## config.mk

```make
export PLATFORM = sky130hd
export DESIGN_NAME = cbpwd_top
export DESIGN_NICKNAME = d
export VERILOG_FILES = /design/src/verilog/cbpwd_pkg.sv /design/src/verilog/cbpwd_cfg_byte.sv /design/src/verilog/cbpwd_wdt_decode.sv /design/src/verilog/cbpwd_top.sv
export VERILOG_INCLUDE_DIRS = /design/src /design/src/verilog
export SDC_FILE = /design/constraint.sdc
export NUM_CORES = 1
export LEC_CHECK = 0
export ABC_AREA = 0
export BUFFER_PORTS_ARGS = -buffer_cell sky130_fd_sc_hd__buf_4
export CORE_ASPECT_RATIO = 1.25
export CORE_UTILIZATION = 42
export CTS_CLUSTER_DIAMETER = 40
export DETAILED_ROUTE_END_ITERATION = 6
export PLACE_DENSITY = 0.87
export RECOVER_POWER = 100
export SLEW_MARGIN = 20
export SYNTH_ARGS = -nofsm -noshare
export SYNTH_HDL_FRONTEND = slang
export SYNTH_SLANG_ARGS = --single-unit
export TNS_END_PERCENT = 5
```

## constraint.sdc

```tcl
create_clock -name REF_CLK -period 2.27 [get_ports REF_CLK]
set_input_delay 0.454 -clock REF_CLK [delete_from_list [all_inputs] [get_ports REF_CLK]]
set_output_delay 0.454 -clock REF_CLK [all_outputs]
set_load 0.02 [all_outputs]
```

## src/verilog/cbpwd_defines.svh

```systemverilog
// Offsets, field positions, erased values and decode constants of the config decoder
`ifndef CBPWD_DEFINES_SVH
`define CBPWD_DEFINES_SVH

// ==========================================================================
// Byte addresses in configuration space
`define CBPWD_ADDR_WDT_CFG 22'h300005
`define CBPWD_ADDR_DBG_CFG 22'h300006
`define CBPWD_ADDR_WP_CFG 22'h300007
`define CBPWD_ADDR_CODE_CFG 22'h300008

// ==========================================================================
// Field positions
`define CBPWD_WDT_CCS_HI 5
`define CBPWD_WDT_CCS_LO 3
`define CBPWD_WDT_CWS_HI 2
`define CBPWD_WDT_CWS_LO 0
`define CBPWD_DEBUG_BIT 5
`define CBPWD_STORE_EN_BIT 4
`define CBPWD_BOOT_EN_BIT 3
`define CBPWD_BOOT_SIZE_HI 2
`define CBPWD_BOOT_SIZE_LO 0
`define CBPWD_APP_WP_BIT 7
`define CBPWD_STORE_WP_BIT 3
`define CBPWD_EE_WP_BIT 2
`define CBPWD_CFG_WP_BIT 1
`define CBPWD_BOOT_WP_BIT 0
`define CBPWD_CODE_PROT_BIT 0

// ==========================================================================
// Implemented bits (erased value is one on each of them)
`define CBPWD_IMPL_WDT_CFG 8'h3f
`define CBPWD_IMPL_DBG_CFG 8'h3f
`define CBPWD_IMPL_WP_CFG 8'h8f
`define CBPWD_IMPL_CODE_CFG 8'h01
// Bits that, once armed to zero, only a bulk erase returns to one
`define CBPWD_STICKY_WDT_CFG 8'h00
`define CBPWD_STICKY_DBG_CFG 8'h18
`define CBPWD_STICKY_WP_CFG 8'h8f
`define CBPWD_STICKY_CODE_CFG 8'h01
`define CBPWD_BOOT_SIZE_MASK 8'h07

// ==========================================================================
// Boot block end addresses
`define CBPWD_BOOT_END_111 22'h0003ff
`define CBPWD_BOOT_END_110 22'h0007ff
`define CBPWD_BOOT_END_101 22'h000fff
`define CBPWD_BOOT_END_100 22'h001fff
`define CBPWD_BOOT_END_011 22'h003fff
`define CBPWD_BOOT_END_010 22'h007fff
`define CBPWD_BOOT_END_00X 22'h00ffff

// Window delay in eighths of the period for code 000
`define CBPWD_WIN_DELAY_MAX 4'h7

`endif

```

## src/verilog/cbpwd_pkg.sv

```systemverilog
// Types shared by the configuration byte decoder
package cbpwd_pkg;
  // Watchdog reference clock choice after decode
  typedef enum logic [2:0] {
    CBPWD_CLK_NONE = 3'b000,
    CBPWD_CLK_LFINT = 3'b001,
    CBPWD_CLK_MFINT = 3'b010,
    CBPWD_CLK_SECOSC = 3'b011,
    CBPWD_CLK_SOFT = 3'b100,
    CBPWD_CLK_RSVD = 3'b101
  } cbpwd_clk_src_e;
  typedef logic [21:0] cbpwd_addr_t;
endpackage

```

## src/verilog/cbpwd_cfg_byte.sv

```systemverilog
// One configuration byte with sticky protection bits and bulk erase
module cbpwd_cfg_byte #(
  parameter logic [7:0] IMPL = 8'hff,
  parameter logic [7:0] STICKY = 8'h00
) (
  input wire logic clk,
  input wire logic nrst,
  input wire logic [7:0] image,
  input wire logic erase,
  input wire logic wr,
  input wire logic [7:0] wr_data,
  input wire logic [7:0] lock_mask,
  output logic [7:0] q
);
  logic [7:0] free;
  logic [7:0] next_q;

  // Free bits follow data, sticky bits may only fall, locked bits hold
  always_comb begin
    free = IMPL & ~STICKY & ~lock_mask;
    next_q = (wr_data & free) | (q & lock_mask & IMPL)
      | (q & wr_data & STICKY & ~lock_mask);
  end

  // Reset reloads the nonvolatile image; erase beats a write
  always_ff @(posedge clk) begin
    if (!nrst) begin
      q <= image & IMPL;
    end else if (erase) begin
      q <= IMPL;
    end else if (wr) begin
      q <= next_q;
    end
  end
endmodule

```

## src/verilog/cbpwd_wdt_decode.sv

```systemverilog
// Watchdog clock source and power-on window decode
`include "cbpwd_defines.svh"
module cbpwd_wdt_decode (
  input wire logic [1:0] mode,
  input wire logic [2:0] ccs,
  input wire logic [2:0] cws,
  input wire logic sleep,
  input wire logic sw_enable,
  output logic active,
  output cbpwd_pkg::cbpwd_clk_src_e clk_src,
  output logic [3:0] delay_eighths,
  output logic full_open
);
  // Mode 00 disables and ignores software enable and clock selector
  always_comb begin
    case (mode)
      2'h3: active = 1'b1;
      2'h2: active = ~sleep;
      2'h1: active = sw_enable;
      default: active = 1'b0;
    endcase
    if (mode == 2'h0) begin
      clk_src = cbpwd_pkg::CBPWD_CLK_NONE;
    end else if (ccs == 3'h7) begin
      clk_src = cbpwd_pkg::CBPWD_CLK_SOFT;
    end else if (ccs == 3'h2) begin
      clk_src = cbpwd_pkg::CBPWD_CLK_SECOSC;
    end else if (ccs == 3'h1) begin
      clk_src = cbpwd_pkg::CBPWD_CLK_MFINT;
    end else if (ccs == 3'h0) begin
      clk_src = cbpwd_pkg::CBPWD_CLK_LFINT;
    end else begin
      clk_src = cbpwd_pkg::CBPWD_CLK_RSVD;
    end
  end

  // Each code step up to 101 moves one eighth from delay to opening; codes 11x open fully with no delay
  always_comb begin
    full_open = cws[2] & cws[1];
    delay_eighths = full_open ? 4'h0 : `CBPWD_WIN_DELAY_MAX - {1'b0, cws};
  end
endmodule

```

## src/verilog/cbpwd_top.sv

```systemverilog
// Configuration byte store and protection / watchdog decode
`include "cbpwd_defines.svh"
module cbpwd_top #(
  parameter int ADDR_W = 22
) (
  REF_CLK,
  NRST,
  NV_WDT_CFG,
  NV_DBG_CFG,
  NV_WP_CFG,
  NV_CP_CFG,
  WR_EN,
  WR_ADDR,
  WR_DATA,
  BULK_ERASE,
  RD_ADDR,
  RD_DATA,
  WR_REFUSED,
  WDT_OPERATING_MODE,
  WDT_SW_ENABLE,
  SLEEP,
  WDT_ACTIVE,
  WDT_CLK_SRC,
  WDT_WINDOW_DELAY,
  WDT_WINDOW_FULL_OPEN,
  DEBUG_ENABLE,
  STORAGE_REGION_ENABLE,
  BOOT_REGION_ENABLE,
  BOOT_REGION_END,
  APP_WRITE_BLOCK,
  STORAGE_WRITE_BLOCK,
  EEPROM_WRITE_BLOCK,
  CONFIG_WRITE_BLOCK,
  BOOT_WRITE_BLOCK,
  CODE_PROTECT
);
  input wire logic REF_CLK;
  input wire logic NRST;
  input wire logic [7:0] NV_WDT_CFG;
  input wire logic [7:0] NV_DBG_CFG;
  input wire logic [7:0] NV_WP_CFG;
  input wire logic [7:0] NV_CP_CFG;
  input wire logic WR_EN;
  input wire logic [ADDR_W-1:0] WR_ADDR;
  input wire logic [7:0] WR_DATA;
  input wire logic BULK_ERASE;
  input wire logic [ADDR_W-1:0] RD_ADDR;
  output logic [7:0] RD_DATA;
  output logic WR_REFUSED;
  input wire logic [1:0] WDT_OPERATING_MODE;
  input wire logic WDT_SW_ENABLE;
  input wire logic SLEEP;
  output logic WDT_ACTIVE;
  output cbpwd_pkg::cbpwd_clk_src_e WDT_CLK_SRC;
  output logic [3:0] WDT_WINDOW_DELAY;
  output logic WDT_WINDOW_FULL_OPEN;
  output logic DEBUG_ENABLE;
  output logic STORAGE_REGION_ENABLE;
  output logic BOOT_REGION_ENABLE;
  output logic [21:0] BOOT_REGION_END;
  output logic APP_WRITE_BLOCK;
  output logic STORAGE_WRITE_BLOCK;
  output logic EEPROM_WRITE_BLOCK;
  output logic CONFIG_WRITE_BLOCK;
  output logic BOOT_WRITE_BLOCK;
  output logic CODE_PROTECT;

  // ==========================================================================
  // Parameter check
  // Offsets are fixed 22-bit compares, so no other width can be served
  if (ADDR_W != 22) begin : g_addr_w_chk
    $error("cbpwd_top: ADDR_W must be 22");
  end

  // ==========================================================================
  // Write decode
  logic [7:0] wdt_cfg;
  logic [7:0] dbg_cfg;
  logic [7:0] wp_cfg;
  logic [7:0] code_cfg;
  logic hit_wdt;
  logic hit_dbg;
  logic hit_wp;
  logic hit_code;
  logic cfg_locked;
  logic wr_ok;
  logic [7:0] dbg_lock;

  // A write-protected config space accepts nothing but a bulk erase
  always_comb begin
    cfg_locked = ~wp_cfg[`CBPWD_CFG_WP_BIT];
    wr_ok = WR_EN & ~cfg_locked & ~BULK_ERASE;
    hit_wdt = 1'b0;
    hit_dbg = 1'b0;
    hit_wp = 1'b0;
    hit_code = 1'b0;
    if (WR_ADDR == `CBPWD_ADDR_WDT_CFG) begin
      hit_wdt = 1'b1;
    end else if (WR_ADDR == `CBPWD_ADDR_DBG_CFG) begin
      hit_dbg = 1'b1;
    end else if (WR_ADDR == `CBPWD_ADDR_WP_CFG) begin
      hit_wp = 1'b1;
    end else if (WR_ADDR == `CBPWD_ADDR_CODE_CFG) begin
      hit_code = 1'b1;
    end
  end

  // Size field is frozen once the boot block is enabled
  assign dbg_lock = dbg_cfg[`CBPWD_BOOT_EN_BIT] ? 8'h00 : `CBPWD_BOOT_SIZE_MASK;

  // ==========================================================================
  // Byte store: sticky bits only fall, erase restores ones
  cbpwd_cfg_byte #(.IMPL(`CBPWD_IMPL_WDT_CFG), .STICKY(`CBPWD_STICKY_WDT_CFG)) u_wdt (
    .clk(REF_CLK), .nrst(NRST), .image(NV_WDT_CFG), .erase(BULK_ERASE),
    .wr(wr_ok & hit_wdt), .wr_data(WR_DATA), .lock_mask(8'h00), .q(wdt_cfg));
  cbpwd_cfg_byte #(.IMPL(`CBPWD_IMPL_DBG_CFG), .STICKY(`CBPWD_STICKY_DBG_CFG)) u_dbg (
    .clk(REF_CLK), .nrst(NRST), .image(NV_DBG_CFG), .erase(BULK_ERASE),
    .wr(wr_ok & hit_dbg), .wr_data(WR_DATA), .lock_mask(dbg_lock), .q(dbg_cfg));
  cbpwd_cfg_byte #(.IMPL(`CBPWD_IMPL_WP_CFG), .STICKY(`CBPWD_STICKY_WP_CFG)) u_wp (
    .clk(REF_CLK), .nrst(NRST), .image(NV_WP_CFG), .erase(BULK_ERASE),
    .wr(wr_ok & hit_wp), .wr_data(WR_DATA), .lock_mask(8'h00), .q(wp_cfg));
  cbpwd_cfg_byte #(.IMPL(`CBPWD_IMPL_CODE_CFG), .STICKY(`CBPWD_STICKY_CODE_CFG)) u_code (
    .clk(REF_CLK), .nrst(NRST), .image(NV_CP_CFG), .erase(BULK_ERASE),
    .wr(wr_ok & hit_code), .wr_data(WR_DATA), .lock_mask(8'h00), .q(code_cfg));

  // ==========================================================================
  // Read port and refusal flag
  // Refusal is a one-cycle pulse so a programmer can count rejected bytes
  always_ff @(posedge REF_CLK) begin
    if (!NRST) begin
      WR_REFUSED <= 1'b0;
    end else begin
      WR_REFUSED <= WR_EN & ~BULK_ERASE
        & (cfg_locked | ~(hit_wdt | hit_dbg | hit_wp | hit_code));
    end
  end

  // Unmapped reads return zero
  always_ff @(posedge REF_CLK) begin
    if (!NRST) begin
      RD_DATA <= 8'h00;
    end else if (RD_ADDR == `CBPWD_ADDR_WDT_CFG) begin
      RD_DATA <= wdt_cfg;
    end else if (RD_ADDR == `CBPWD_ADDR_DBG_CFG) begin
      RD_DATA <= dbg_cfg;
    end else if (RD_ADDR == `CBPWD_ADDR_WP_CFG) begin
      RD_DATA <= wp_cfg;
    end else if (RD_ADDR == `CBPWD_ADDR_CODE_CFG) begin
      RD_DATA <= code_cfg;
    end else begin
      RD_DATA <= 8'h00;
    end
  end

  // ==========================================================================
  // Watchdog decode
  logic wdt_active;
  cbpwd_pkg::cbpwd_clk_src_e wdt_src;
  logic [3:0] win_delay;
  logic win_open;

  cbpwd_wdt_decode u_wdt_dec (
    .mode(WDT_OPERATING_MODE),
    .ccs(wdt_cfg[`CBPWD_WDT_CCS_HI:`CBPWD_WDT_CCS_LO]),
    .cws(wdt_cfg[`CBPWD_WDT_CWS_HI:`CBPWD_WDT_CWS_LO]),
    .sleep(SLEEP),
    .sw_enable(WDT_SW_ENABLE),
    .active(wdt_active),
    .clk_src(wdt_src),
    .delay_eighths(win_delay),
    .full_open(win_open)
  );

  // Registered so downstream sees glitch-free selects
  always_ff @(posedge REF_CLK) begin
    if (!NRST) begin
      WDT_ACTIVE <= 1'b0;
      WDT_CLK_SRC <= cbpwd_pkg::CBPWD_CLK_NONE;
      WDT_WINDOW_DELAY <= 4'h0;
      WDT_WINDOW_FULL_OPEN <= 1'b1;
    end else begin
      WDT_ACTIVE <= wdt_active;
      WDT_CLK_SRC <= wdt_src;
      WDT_WINDOW_DELAY <= win_delay;
      WDT_WINDOW_FULL_OPEN <= win_open;
    end
  end

  // ==========================================================================
  // Region and boot decode
  logic [21:0] boot_end;

  always_comb begin
    case (dbg_cfg[`CBPWD_BOOT_SIZE_HI:`CBPWD_BOOT_SIZE_LO])
      3'h7: boot_end = `CBPWD_BOOT_END_111;
      3'h6: boot_end = `CBPWD_BOOT_END_110;
      3'h5: boot_end = `CBPWD_BOOT_END_101;
      3'h4: boot_end = `CBPWD_BOOT_END_100;
      3'h3: boot_end = `CBPWD_BOOT_END_011;
      3'h2: boot_end = `CBPWD_BOOT_END_010;
      default: boot_end = `CBPWD_BOOT_END_00X;
    endcase
  end

  // Enables are active low in storage; outputs are active high
  always_ff @(posedge REF_CLK) begin
    if (!NRST) begin
      DEBUG_ENABLE <= 1'b0;
      STORAGE_REGION_ENABLE <= 1'b0;
      BOOT_REGION_ENABLE <= 1'b0;
      BOOT_REGION_END <= 22'h000000;
    end else begin
      DEBUG_ENABLE <= ~dbg_cfg[`CBPWD_DEBUG_BIT];
      STORAGE_REGION_ENABLE <= ~dbg_cfg[`CBPWD_STORE_EN_BIT];
      BOOT_REGION_ENABLE <= ~dbg_cfg[`CBPWD_BOOT_EN_BIT];
      // No boot block means the size field reads out as zero end
      BOOT_REGION_END <= dbg_cfg[`CBPWD_BOOT_EN_BIT] ? 22'h000000 : boot_end;
    end
  end

  // ==========================================================================
  // Write and code protection
  // Region protects gate on the region existing at all
  always_ff @(posedge REF_CLK) begin
    if (!NRST) begin
      APP_WRITE_BLOCK <= 1'b0;
      STORAGE_WRITE_BLOCK <= 1'b0;
      EEPROM_WRITE_BLOCK <= 1'b0;
      CONFIG_WRITE_BLOCK <= 1'b0;
      BOOT_WRITE_BLOCK <= 1'b0;
      CODE_PROTECT <= 1'b0;
    end else begin
      APP_WRITE_BLOCK <= ~wp_cfg[`CBPWD_APP_WP_BIT];
      STORAGE_WRITE_BLOCK <= ~wp_cfg[`CBPWD_STORE_WP_BIT]
        & ~dbg_cfg[`CBPWD_STORE_EN_BIT];
      EEPROM_WRITE_BLOCK <= ~wp_cfg[`CBPWD_EE_WP_BIT];
      CONFIG_WRITE_BLOCK <= ~wp_cfg[`CBPWD_CFG_WP_BIT];
      BOOT_WRITE_BLOCK <= ~wp_cfg[`CBPWD_BOOT_WP_BIT] & ~dbg_cfg[`CBPWD_BOOT_EN_BIT];
      CODE_PROTECT <= ~code_cfg[`CBPWD_CODE_PROT_BIT];
    end
  end
endmodule

```

# Yosys cells after proc, flatten, opt, wreduce, memory -nomap -nowiden
# Index checks and enable logic that the tools add are counted.
[totals]
out_inout_bits = 49
reg_bits = 69
[op_classes]
eq_ne = 24
bitwise = 37
add_sub_neg = 1
n_reduce_logical = 8
muxes = 33
[ops]
columns = ["operator", "n"]
rows = [
  ["$eq A22 B22 Y1 const B", 8],
  ["$pmux W16 S6", 1],
  ["$mux W6", 7],
  ["$mux W8", 5],
  ["$eq A3 B3 Y1 const B", 5],
  ["$mux W3", 5],
  ["$mux W1", 14],
  ["$not A1 Y1", 13],
  ["$and A1 B1 Y1", 12],
  ["$ne A3 B1 Y1 const B", 4],
  ["$reduce_or A2 Y1", 5],
  ["$eq A3 B2 Y1 const B", 3],
  ["$and A5 B8 Y8", 1],
  ["$and A8 B6 Y8", 1],
  ["$and A8 B8 Y8", 1],
  ["$not A3 Y8", 1],
  ["$or A8 B6 Y8", 1],
  ["$or A8 B8 Y8", 1],
  ["$and A6 B3 Y6", 1],
  ["$and A5 B5 Y5", 1],
  ["$eq A2 B2 Y1 const B", 2],
  ["$or A1 B1 Y1", 4],
  ["$sub A3 B3 Y4 const A", 1],
  ["$eq A3 B1 Y1 const B", 1],
  ["5 further kinds", 5],
]

# Depth between registers and ports, before layout
# Gate-level depths: netlist (run 1).
[depth]
depth_word = 9
mapped_depth = 5

# By module
# A second synthesis (run 1) with hierarchy kept.
[hier_totals]
cells_unflattened = 282
area_unflattened_um2 = 2721.4
[by_module_without_submodules]
columns = ["mod", "instances", "area_per_inst_um2", "cells_each"]
rows = [
  ["cbpwd_top", 1, 1566.5, 167],
  ["cbpwd_cfg_byte at u_wdt", 1, 342.8, 29],
  ["cbpwd_cfg_byte at u_dbg", 1, 332.8, 29],
  ["cbpwd_cfg_byte at u_wp", 1, 282.8, 26],
  ["cbpwd_cfg_byte at u_code", 1, 113.9, 15],
  ["cbpwd_wdt_decode", 1, 82.6, 16],
]

# Least setup slack after synthesis (run 1)
# No wires, ideal clock.
[synth_timing]
kind = "input-to-reg"
from = "input port WR_ADDR[19]"
to = "register u_wdt.q[0], enable pin"
n_path_buf = 0
arrival_ns = 1.522
path_stages = 4
setup_ns = 0.377
required_time_ns = 1.893
slack_ns = 0.371
path_cell_list = "nor3b_1 -> and4b_1 -> nand3b_1 -> o21ai_0"
[synth_via]
elab_chain_cells = 4
[synth_lines]
columns = ["item", "line", "text"]
rows = [
  ["start: declaration", "cbpwd_top.sv:44", "input wire logic [ADDR_W-1:0] WR_ADDR;"],
  ["$eq A22 B22 Y1 (no source line)", "n/a", ""],
  ["$mux W1", "cbpwd_top.sv:97", "if (WR_ADDR == `CBPWD_ADDR_WDT_CFG) begin"],
  ["$and A1 B1 Y1", "cbpwd_top.sv:115", ".wr(wr_ok & hit_wdt), .wr_data(WR_DATA), .lock_mask(8'h00), .q(wdt_cfg));"],
  ["$ne A3 B1 Y1 (no source line)", "n/a", ""],
  ["end signal: assignment", "cbpwd_cfg_byte.sv:28", "q <= image & IMPL;"],
  ["end signal: assignment", "cbpwd_cfg_byte.sv:32", "q <= next_q;"],
  ["end: declaration", "cbpwd_cfg_byte.sv:13", "output logic [7:0] q"],
]
# Every way passes these cells.
# A chain may end at the register's enable or synchronous reset.

# Worst setup path in the final report (run 1)
[layout_timing]
from = "register u_wp.q[1]"
to = "register u_wdt.q[0], enable pin"
[layout_via]
elab_chain_cells = 4
[layout_lines]
columns = ["item", "line", "text"]
rows = [
  ["start: declaration", "cbpwd_cfg_byte.sv:13", ""],
  ["start signal: assignment", "cbpwd_cfg_byte.sv:28", ""],
  ["start signal: assignment", "cbpwd_cfg_byte.sv:32", ""],
  ["$and A1 B1 Y1 (2 in a row)", "cbpwd_top.sv:92", "wr_ok = WR_EN & ~cfg_locked & ~BULK_ERASE;"],
  ["$and A1 B1 Y1", "cbpwd_top.sv:115", ""],
  ["$ne A3 B1 Y1 (no source line)", "n/a", ""],
]
# Every way passes these cells.

==> results.json, run 1 <==
{
  "diodes": 0,
  "top_layer_used": "met4",
  "async_flop_share_pct": 0,
  "holdBufCountCts": 0,
  "critPathKind": "reg2reg",
  "wl_met3_um": 463,
  "slowest_stage": "edfxtp_1",
  "yosysMostFrequentCell": "dfxtp_1",
  "yosys.area.top_type": "dfxtp_1",
  "initial_core_util_pct": 44.5,
  "max_cap_viol_count": 0,
  "num_vias": 1858,
  "critPathMaxStageDelay_ns": 0.42,
  "fin_tns_setup_ns": 0,
  "cts_setup_buffers": 0,
  "clkTransAtPathRegs_ns": 0.09,
  "num-nets-final": 410,
  "cts.root.buffer_cell": "clkbuf_8",
  "synth_ff_type": "dfxtp_1",
  "min_period_ns": 1.78,
  "synth-edff-count": 18,
  "wl_per_cell_um": 13.0,
  "cts_buffers": 5,
  "grt_pass1_vias": 1588,
  "drt_first_pass_iters": 4,
  "worstMarginPinSlew_ns": 0.873,
  "startpoint_type": "register",
  "cts_tree": "done",
  "clk_latency_ns": 0.30,
  "ys_seq_area_share_pct": 55.3,
  "postSynthAreaPerCell_um2": 10.3,
  "cts.path.max_buffers": 2,
  "p_leak_uw": 0.00121,
  "antenna_left": 0,
  "htreeDepth": 2,
  "remaining_drc_errors": 0,
  "hold_class": "in2reg",
  "hold_path_depth": 2,
  "grt_pass1_wl_mm": 7.18,
  "worstPathMaxFanout": 6,
  "timing.fmax_ghz": 0.562,
  "die_w_um": 65.8,
  "ys_warn_count": 0,
  "hpwlAfterDp_mm": 3.85,
  "cp.arrival_ns": 1.75,
  "port_buffers": 117,
  "routed_wl_mm": 4.92,
  "setup-violations-final": 0,
  "min-delay-start": "WR_EN",
  "synth_seq_cells": 50,
  "synth_cell_types": 36,
  "cp.required_ns": 2.25,
  "grt.total_usage_pct": 17.8,
  "syn-instance-count": 208,
  "cts_resized": 0,
  "power_density_nw_per_um2": 664,
  "maxSlewViolCount": 0,
  "end_kind": "register",
  "die_y_um": 81.7,
  "yosys-top-cells-area": "dfxtp_1, edfxtp_1, buf_4",
  "syn_area_um2": 2130,
  "syn_to_final_growth_pct": 36.5,
  "instances_no_fill": 379,
  "finalWeightedCongestion": 0.837,
  "core-area_um2": 4800,
  "rsz0062_at_grt": "no",
  "antenna_found_initial": 0,
  "cts.sinks": 50,
  "multi_input_comb_area_um2": 785,
  "fillers": 440,
  "final_area_um2": 2910,
  "reg2reg_from": "u_wp.q[1]",
  "crit_path_start": "u_wp.q[1]",
  "synth_common_cells": "dfxtp_1, nor2_1, a21oi_1",
  "cp_cell_sequence": "nor4b_1, nand4_1, o21ai_0, clkbuf_1",
  "avgViaCountPerCell": 4.90,
  "relSlewSlack_pct": 41.8,
  "wl_met1_mm": 1.83,
  "min_period_over_period_pct": 78.3,
  "finalHoldViolCount": 0,
  "grt_max_degree": 25,
  "drt_iter0_drc": 66,
  "yosys.area.top_type_share_pct": 30.0,
  "ir_worst_vdd_mv": 0.335,
  "gr-total-overflow": 0,
  "die-area_um2": 5370,
  "final_layout_size_suffix_gt1_share_pct": 27.0,
  "ff_latch_area_um2": 1180,
  "ff2ff_path_depth": 4,
  "finClkSkew_ns": 0.00515,
  "wl_met2_mm": 2.49,
  "dpl_cell_area_um2": 2990,
  "row_count": 28,
  "place_inst": 371,
  "num_io_pins": 141,
  "status": "finished clean"
}
==> worst paths after layout <==
check / end / slack, ns
worst max-delay path: u_wdt.q[0] / 0.49
worst min-delay path: WR_REFUSED / 0.40
worst max register to register: u_wdt.q[0] / 0.49
worst min register to register: DEBUG_ENABLE / 0.44
==> worst max-delay path, delay by kind of cell (launching register included) <==
family / cells / cell delay [ns]
compound gates: 1 / 0.23
buf+inv: 1 / 0.32
flops: 1 / 0.42
simple gates: 2 / 0.49
==> cells in the final DEF, fill, tap and decap left out, drive strengths merged, types with 3 or more instances in the layout <==
cell,count
mux2i,6
buf,77
o21ai,8
inv,6
nor4b,4
nor4,5
nor3,4
clkbuf,51
edfxtp,18
dfxtp,32
conb,8
nand3b,3
o22a,7
nor2,27
a21oi,25
nand2,5
nor2b,11
==> per-stage QoR <==
step           setup slack, ns  util, %  total power, uW  hold WS [ns]
6_report                 0.492     60.7             1940         0.399
5_1_grt                  0.249     60.7             2010         0.404
4_1_cts                  0.659     64.5             1980         0.391
3_5_place_dp             0.379     62.2             1410         0.436
3_3_place_gp             0.389     62.2             1400         0.430
2_1_floorplan            0.371        -             1240         0.409
==> cell type report <==
| class | count | area share [%] |
|---|---|---|
| inverters | 5 | 0.644 |
| multi-input cells | 134 | 26.9 |
| clock buffers | 6 | 3.22 |
| clock inverters | 2 | 0.472 |
| well taps | 60 | 2.58 |
| flip-flops and latches | 50 | 40.5 |
| repair buffers | 122 | 25.6 |
==> state kept, by name, indices dropped and copies added, names as in the netlist, 3 cells and up <==
name,flops
RD_DATA,7
u_dbg.q,6
WDT_CLK_SRC,3
u_wdt.q,6
u_wp.q,5
BOOT_REGION_END,7
WDT_WINDOW_DELAY,3
==> report_power, final <==
group	switching [uW]	internal, uW
clock	296	284
combinational	163	153
sequential	44.3	994
total	504	1430
==> per-layer routing <==
layer | track usage (%) | vias to the layer above
met5 | 0 | -
met4 | 8.70 | 0
met3 | 4.72 | 11
met2 | 31.1 | 86
met1 | 19.7 | 826
li1 | - | 935
==> kinds of logic (layout without fill, tap and decap cells) <==
family | count (synthesis) | in the layout | share of synthesized area, %
AND/OR/NAND/NOR | 69 | 69 | 18.3
XOR/XNOR | 2 | 2 | 0.821
other | 1 | 8 | 0.176
AO/OA/AOI/OAI | 49 | 49 | 14.0
multiplexers | 6 | 6 | 2.81
buffers and inverters | 31 | 135 | 8.62
flip-flops | 50 | 50 | 55.3
Power figures use the tool's default switching activity.
==> run 2: changes to the inputs <==
--- a/config.mk
+++ b/config.mk
@@ -9,10 +9,10 @@
 export ABC_AREA = 0
 export BUFFER_PORTS_ARGS = -buffer_cell sky130_fd_sc_hd__buf_4
 export CORE_ASPECT_RATIO = 1.25
-export CORE_UTILIZATION = 42
+export CORE_UTILIZATION = 38
 export CTS_CLUSTER_DIAMETER = 40
 export DETAILED_ROUTE_END_ITERATION = 6
-export PLACE_DENSITY = 0.87
+export PLACE_DENSITY = 0.84
 export RECOVER_POWER = 100
 export SLEW_MARGIN = 20
 export SYNTH_ARGS = -nofsm -noshare
==> constraint.sdc (replaced) <==
create_clock -name REF_CLK -period 1.6 [get_ports REF_CLK]
set_input_delay 0.32 -clock REF_CLK [delete_from_list [all_inputs] [get_ports REF_CLK]]
set_output_delay 0.32 -clock REF_CLK [all_outputs]
set_load 0.02 [all_outputs]
==> results.json, run 2 (synthesis gave the netlist of run 1 again) <==
{
  "p_int_uw": 2110,
  "grt_pass1_wl_mm": 8.34,
  "num_vias": 1915,
  "switching_power_uw": 727,
  "maxSlewViolCount": 0,
  "cts.sinks": 50,
  "cts.root.buffer_cell": "clkbuf_8",
  "instances_no_fill": 388,
  "die-area_um2": 5920,
  "cts_setup_buffers": 0,
  "critPathMaxStageDelay_ns": 0.54,
  "cp_cell_sequence": "clkbuf_4, or4b_1, nor4_2, nand4_1, nor3_2",
  "min_period_ns": 1.50,
  "cp.required_ns": 1.84,
  "hold_class": "in2reg",
  "hold_ws_ns": 0.268,
  "wl_per_cell_um": 13.7,
  "combPwrFrac_pct": 16.7,
  "cts_buffers": 5,
  "ff_latch_area_um2": 1180,
  "antenna_found_initial": 0,
  "worstMarginPinSlew_ns": 0.683,
  "switching_share_pct": 25.6,
  "drt_first_pass_iters": 4,
  "drt_iter0_drc": 69,
  "diodes": 0,
  "end_kind": "register",
  "place_inst": 380,
  "relSlewSlack_pct": 54.5,
  "grt.total_usage_pct": 18.0,
  "initial_core_util_pct": 39.5,
  "rsz0062_at_grt": "yes",
  "remaining_drc_errors": 0,
  "finalWeightedCongestion": 0.830,
  "worstPathMaxFanout": 7,
  "cp.arrival_ns": 1.74,
  "num_io_pins": 141,
  "avgViaCountPerCell": 4.94,
  "status": "finished clean",
  "final_area_um2": 2990,
  "min_period_over_period_pct": 93.7,
  "htreeDepth": 2,
  "syn_to_final_growth_pct": 40.0,
  "antenna_left": 0,
  "finalPower_uw": 2840,
  "num-nets-final": 415,
  "cts.path.max_buffers": 2,
  "port_buffers": 117,
  "hpwlAfterDp_mm": 4.26,
  "finalHoldViolCount": 0,
  "power_density_nw_per_um2": 948,
  "cts_tree": "done",
  "timing.fmax_ghz": 0.667,
  "setup-violations-final": 0,
  "slowest_stage": "or4b_1",
  "reg_top3": "BOOT_REGION_END: 7 flops, RD_DATA: 7 flops",
  "p_seq_share_pct": 51.9,
  "clockPowerShare_pct": 31.4,
  "row_count": 30,
  "critPathKind": "in2reg",
  "dpl_cell_area_um2": 3030,
  "most-common-layout-cells": "buf_4, clkbuf_1, dfxtp_1, nor2_1, a21oi_1",
  "final_layout_size_suffix_gt1_share_pct": 29.3,
  "core-area_um2": 5410,
  "multi_input_comb_area_um2": 805,
  "die_w_um": 69.0,
  "finClkSkew_ns": 0.00835,
  "p_leak_uw": 0.00125,
  "layout_commonest_cell": "buf_4",
  "routed_wl_mm": 5.30,
  "startpoint_type": "primary input",
  "r2r_setup_slack_ns": 0.16,
  "gr-total-overflow": 0,
  "grt_pass1_vias": 1853,
  "ir_worst_vdd_mv": 0.348,
  "fin_tns_setup_ns": 0,
  "die_y_um": 85.8,
  "max_cap_viol_count": 0,
  "clk_latency_ns": 0.30,
  "fillers": 532,
  "clkTransAtPathRegs_ns": 0.09,
  "grt_max_degree": 22
}
-- run 2: cell types whose count changed in the layout (fill, tap and decap cells not counted), sizes merged --
cell	previous run	this run
buf	77	82
bufinv	0	1
clkinvlp	1	0
clkinv	0	1
clkbuf	51	50
-- run 2: worst max-delay path, delay by kind of cell --
kind / cells / cell delay (ns)
buffers and inverters: 1 / 0.10
AND/OR/NAND/NOR: 4 / 1.31
-- run 2: power by group through the flow --
stage | logic [uW] | clock network (uW) | registers [uW]
floorplan | 223 | 0 | 1530
global placement | 506 | 0 | 1500
detailed placement | 517 | 0 | 1500
CTS | 519 | 894 | 1470
global route | 514 | 949 | 1480
finish | 473 | 890 | 1470
-- run 2: per-stage QoR --
stage / worst slack (ns) / utilization [%]
2_1_floorplan: -0.162 / -
3_3_place_gp: -0.127 / 56.0
3_5_place_dp: -0.162 / 56.0
4_1_cts: 0.0352 / 58.1
5_1_grt: 0.000781 / 55.3
6_report: 0.100 / 55.3
-- run 2: final timing paths --
path,startpoint,endpoint,depth (start not counted)
worst min register to register,u_dbg.q[5],DEBUG_ENABLE,1
worst min-delay path,WR_EN,WR_REFUSED,2
worst max register to register,u_wp.q[1],u_wdt.q[3],4
worst max-delay path,RD_ADDR[17],RD_DATA[7],5
-- run 2: cell type report --
| type | count | area share (%) |
|---|---|---|
| clock buffers | 5 | 2.30 |
| clock inverters | 3 | 1.47 |
| inverters | 5 | 0.628 |
| multi-input cells | 134 | 26.9 |
| flip-flops and latches | 50 | 39.5 |
| well taps | 64 | 2.68 |
| repair buffers | 127 | 26.5 |
-- run 2: layer usage --
layer | vias up | global-route usage (%) | share of wire [%]
met4 | 0 | 9.46 | 3.0
met2 | 88 | 34.1 | 54
li1 | 945 | - | -
met5 | - | 0 | 0
met3 | 13 | 4.00 | 6.7
met1 | 869 | 18.3 | 36
-- run 2: what timing repair did --
item / CTS / global route
setup endpoints to repair: 0 / 18
hold buffers: 0 / 0
resized for setup: 0 / 4
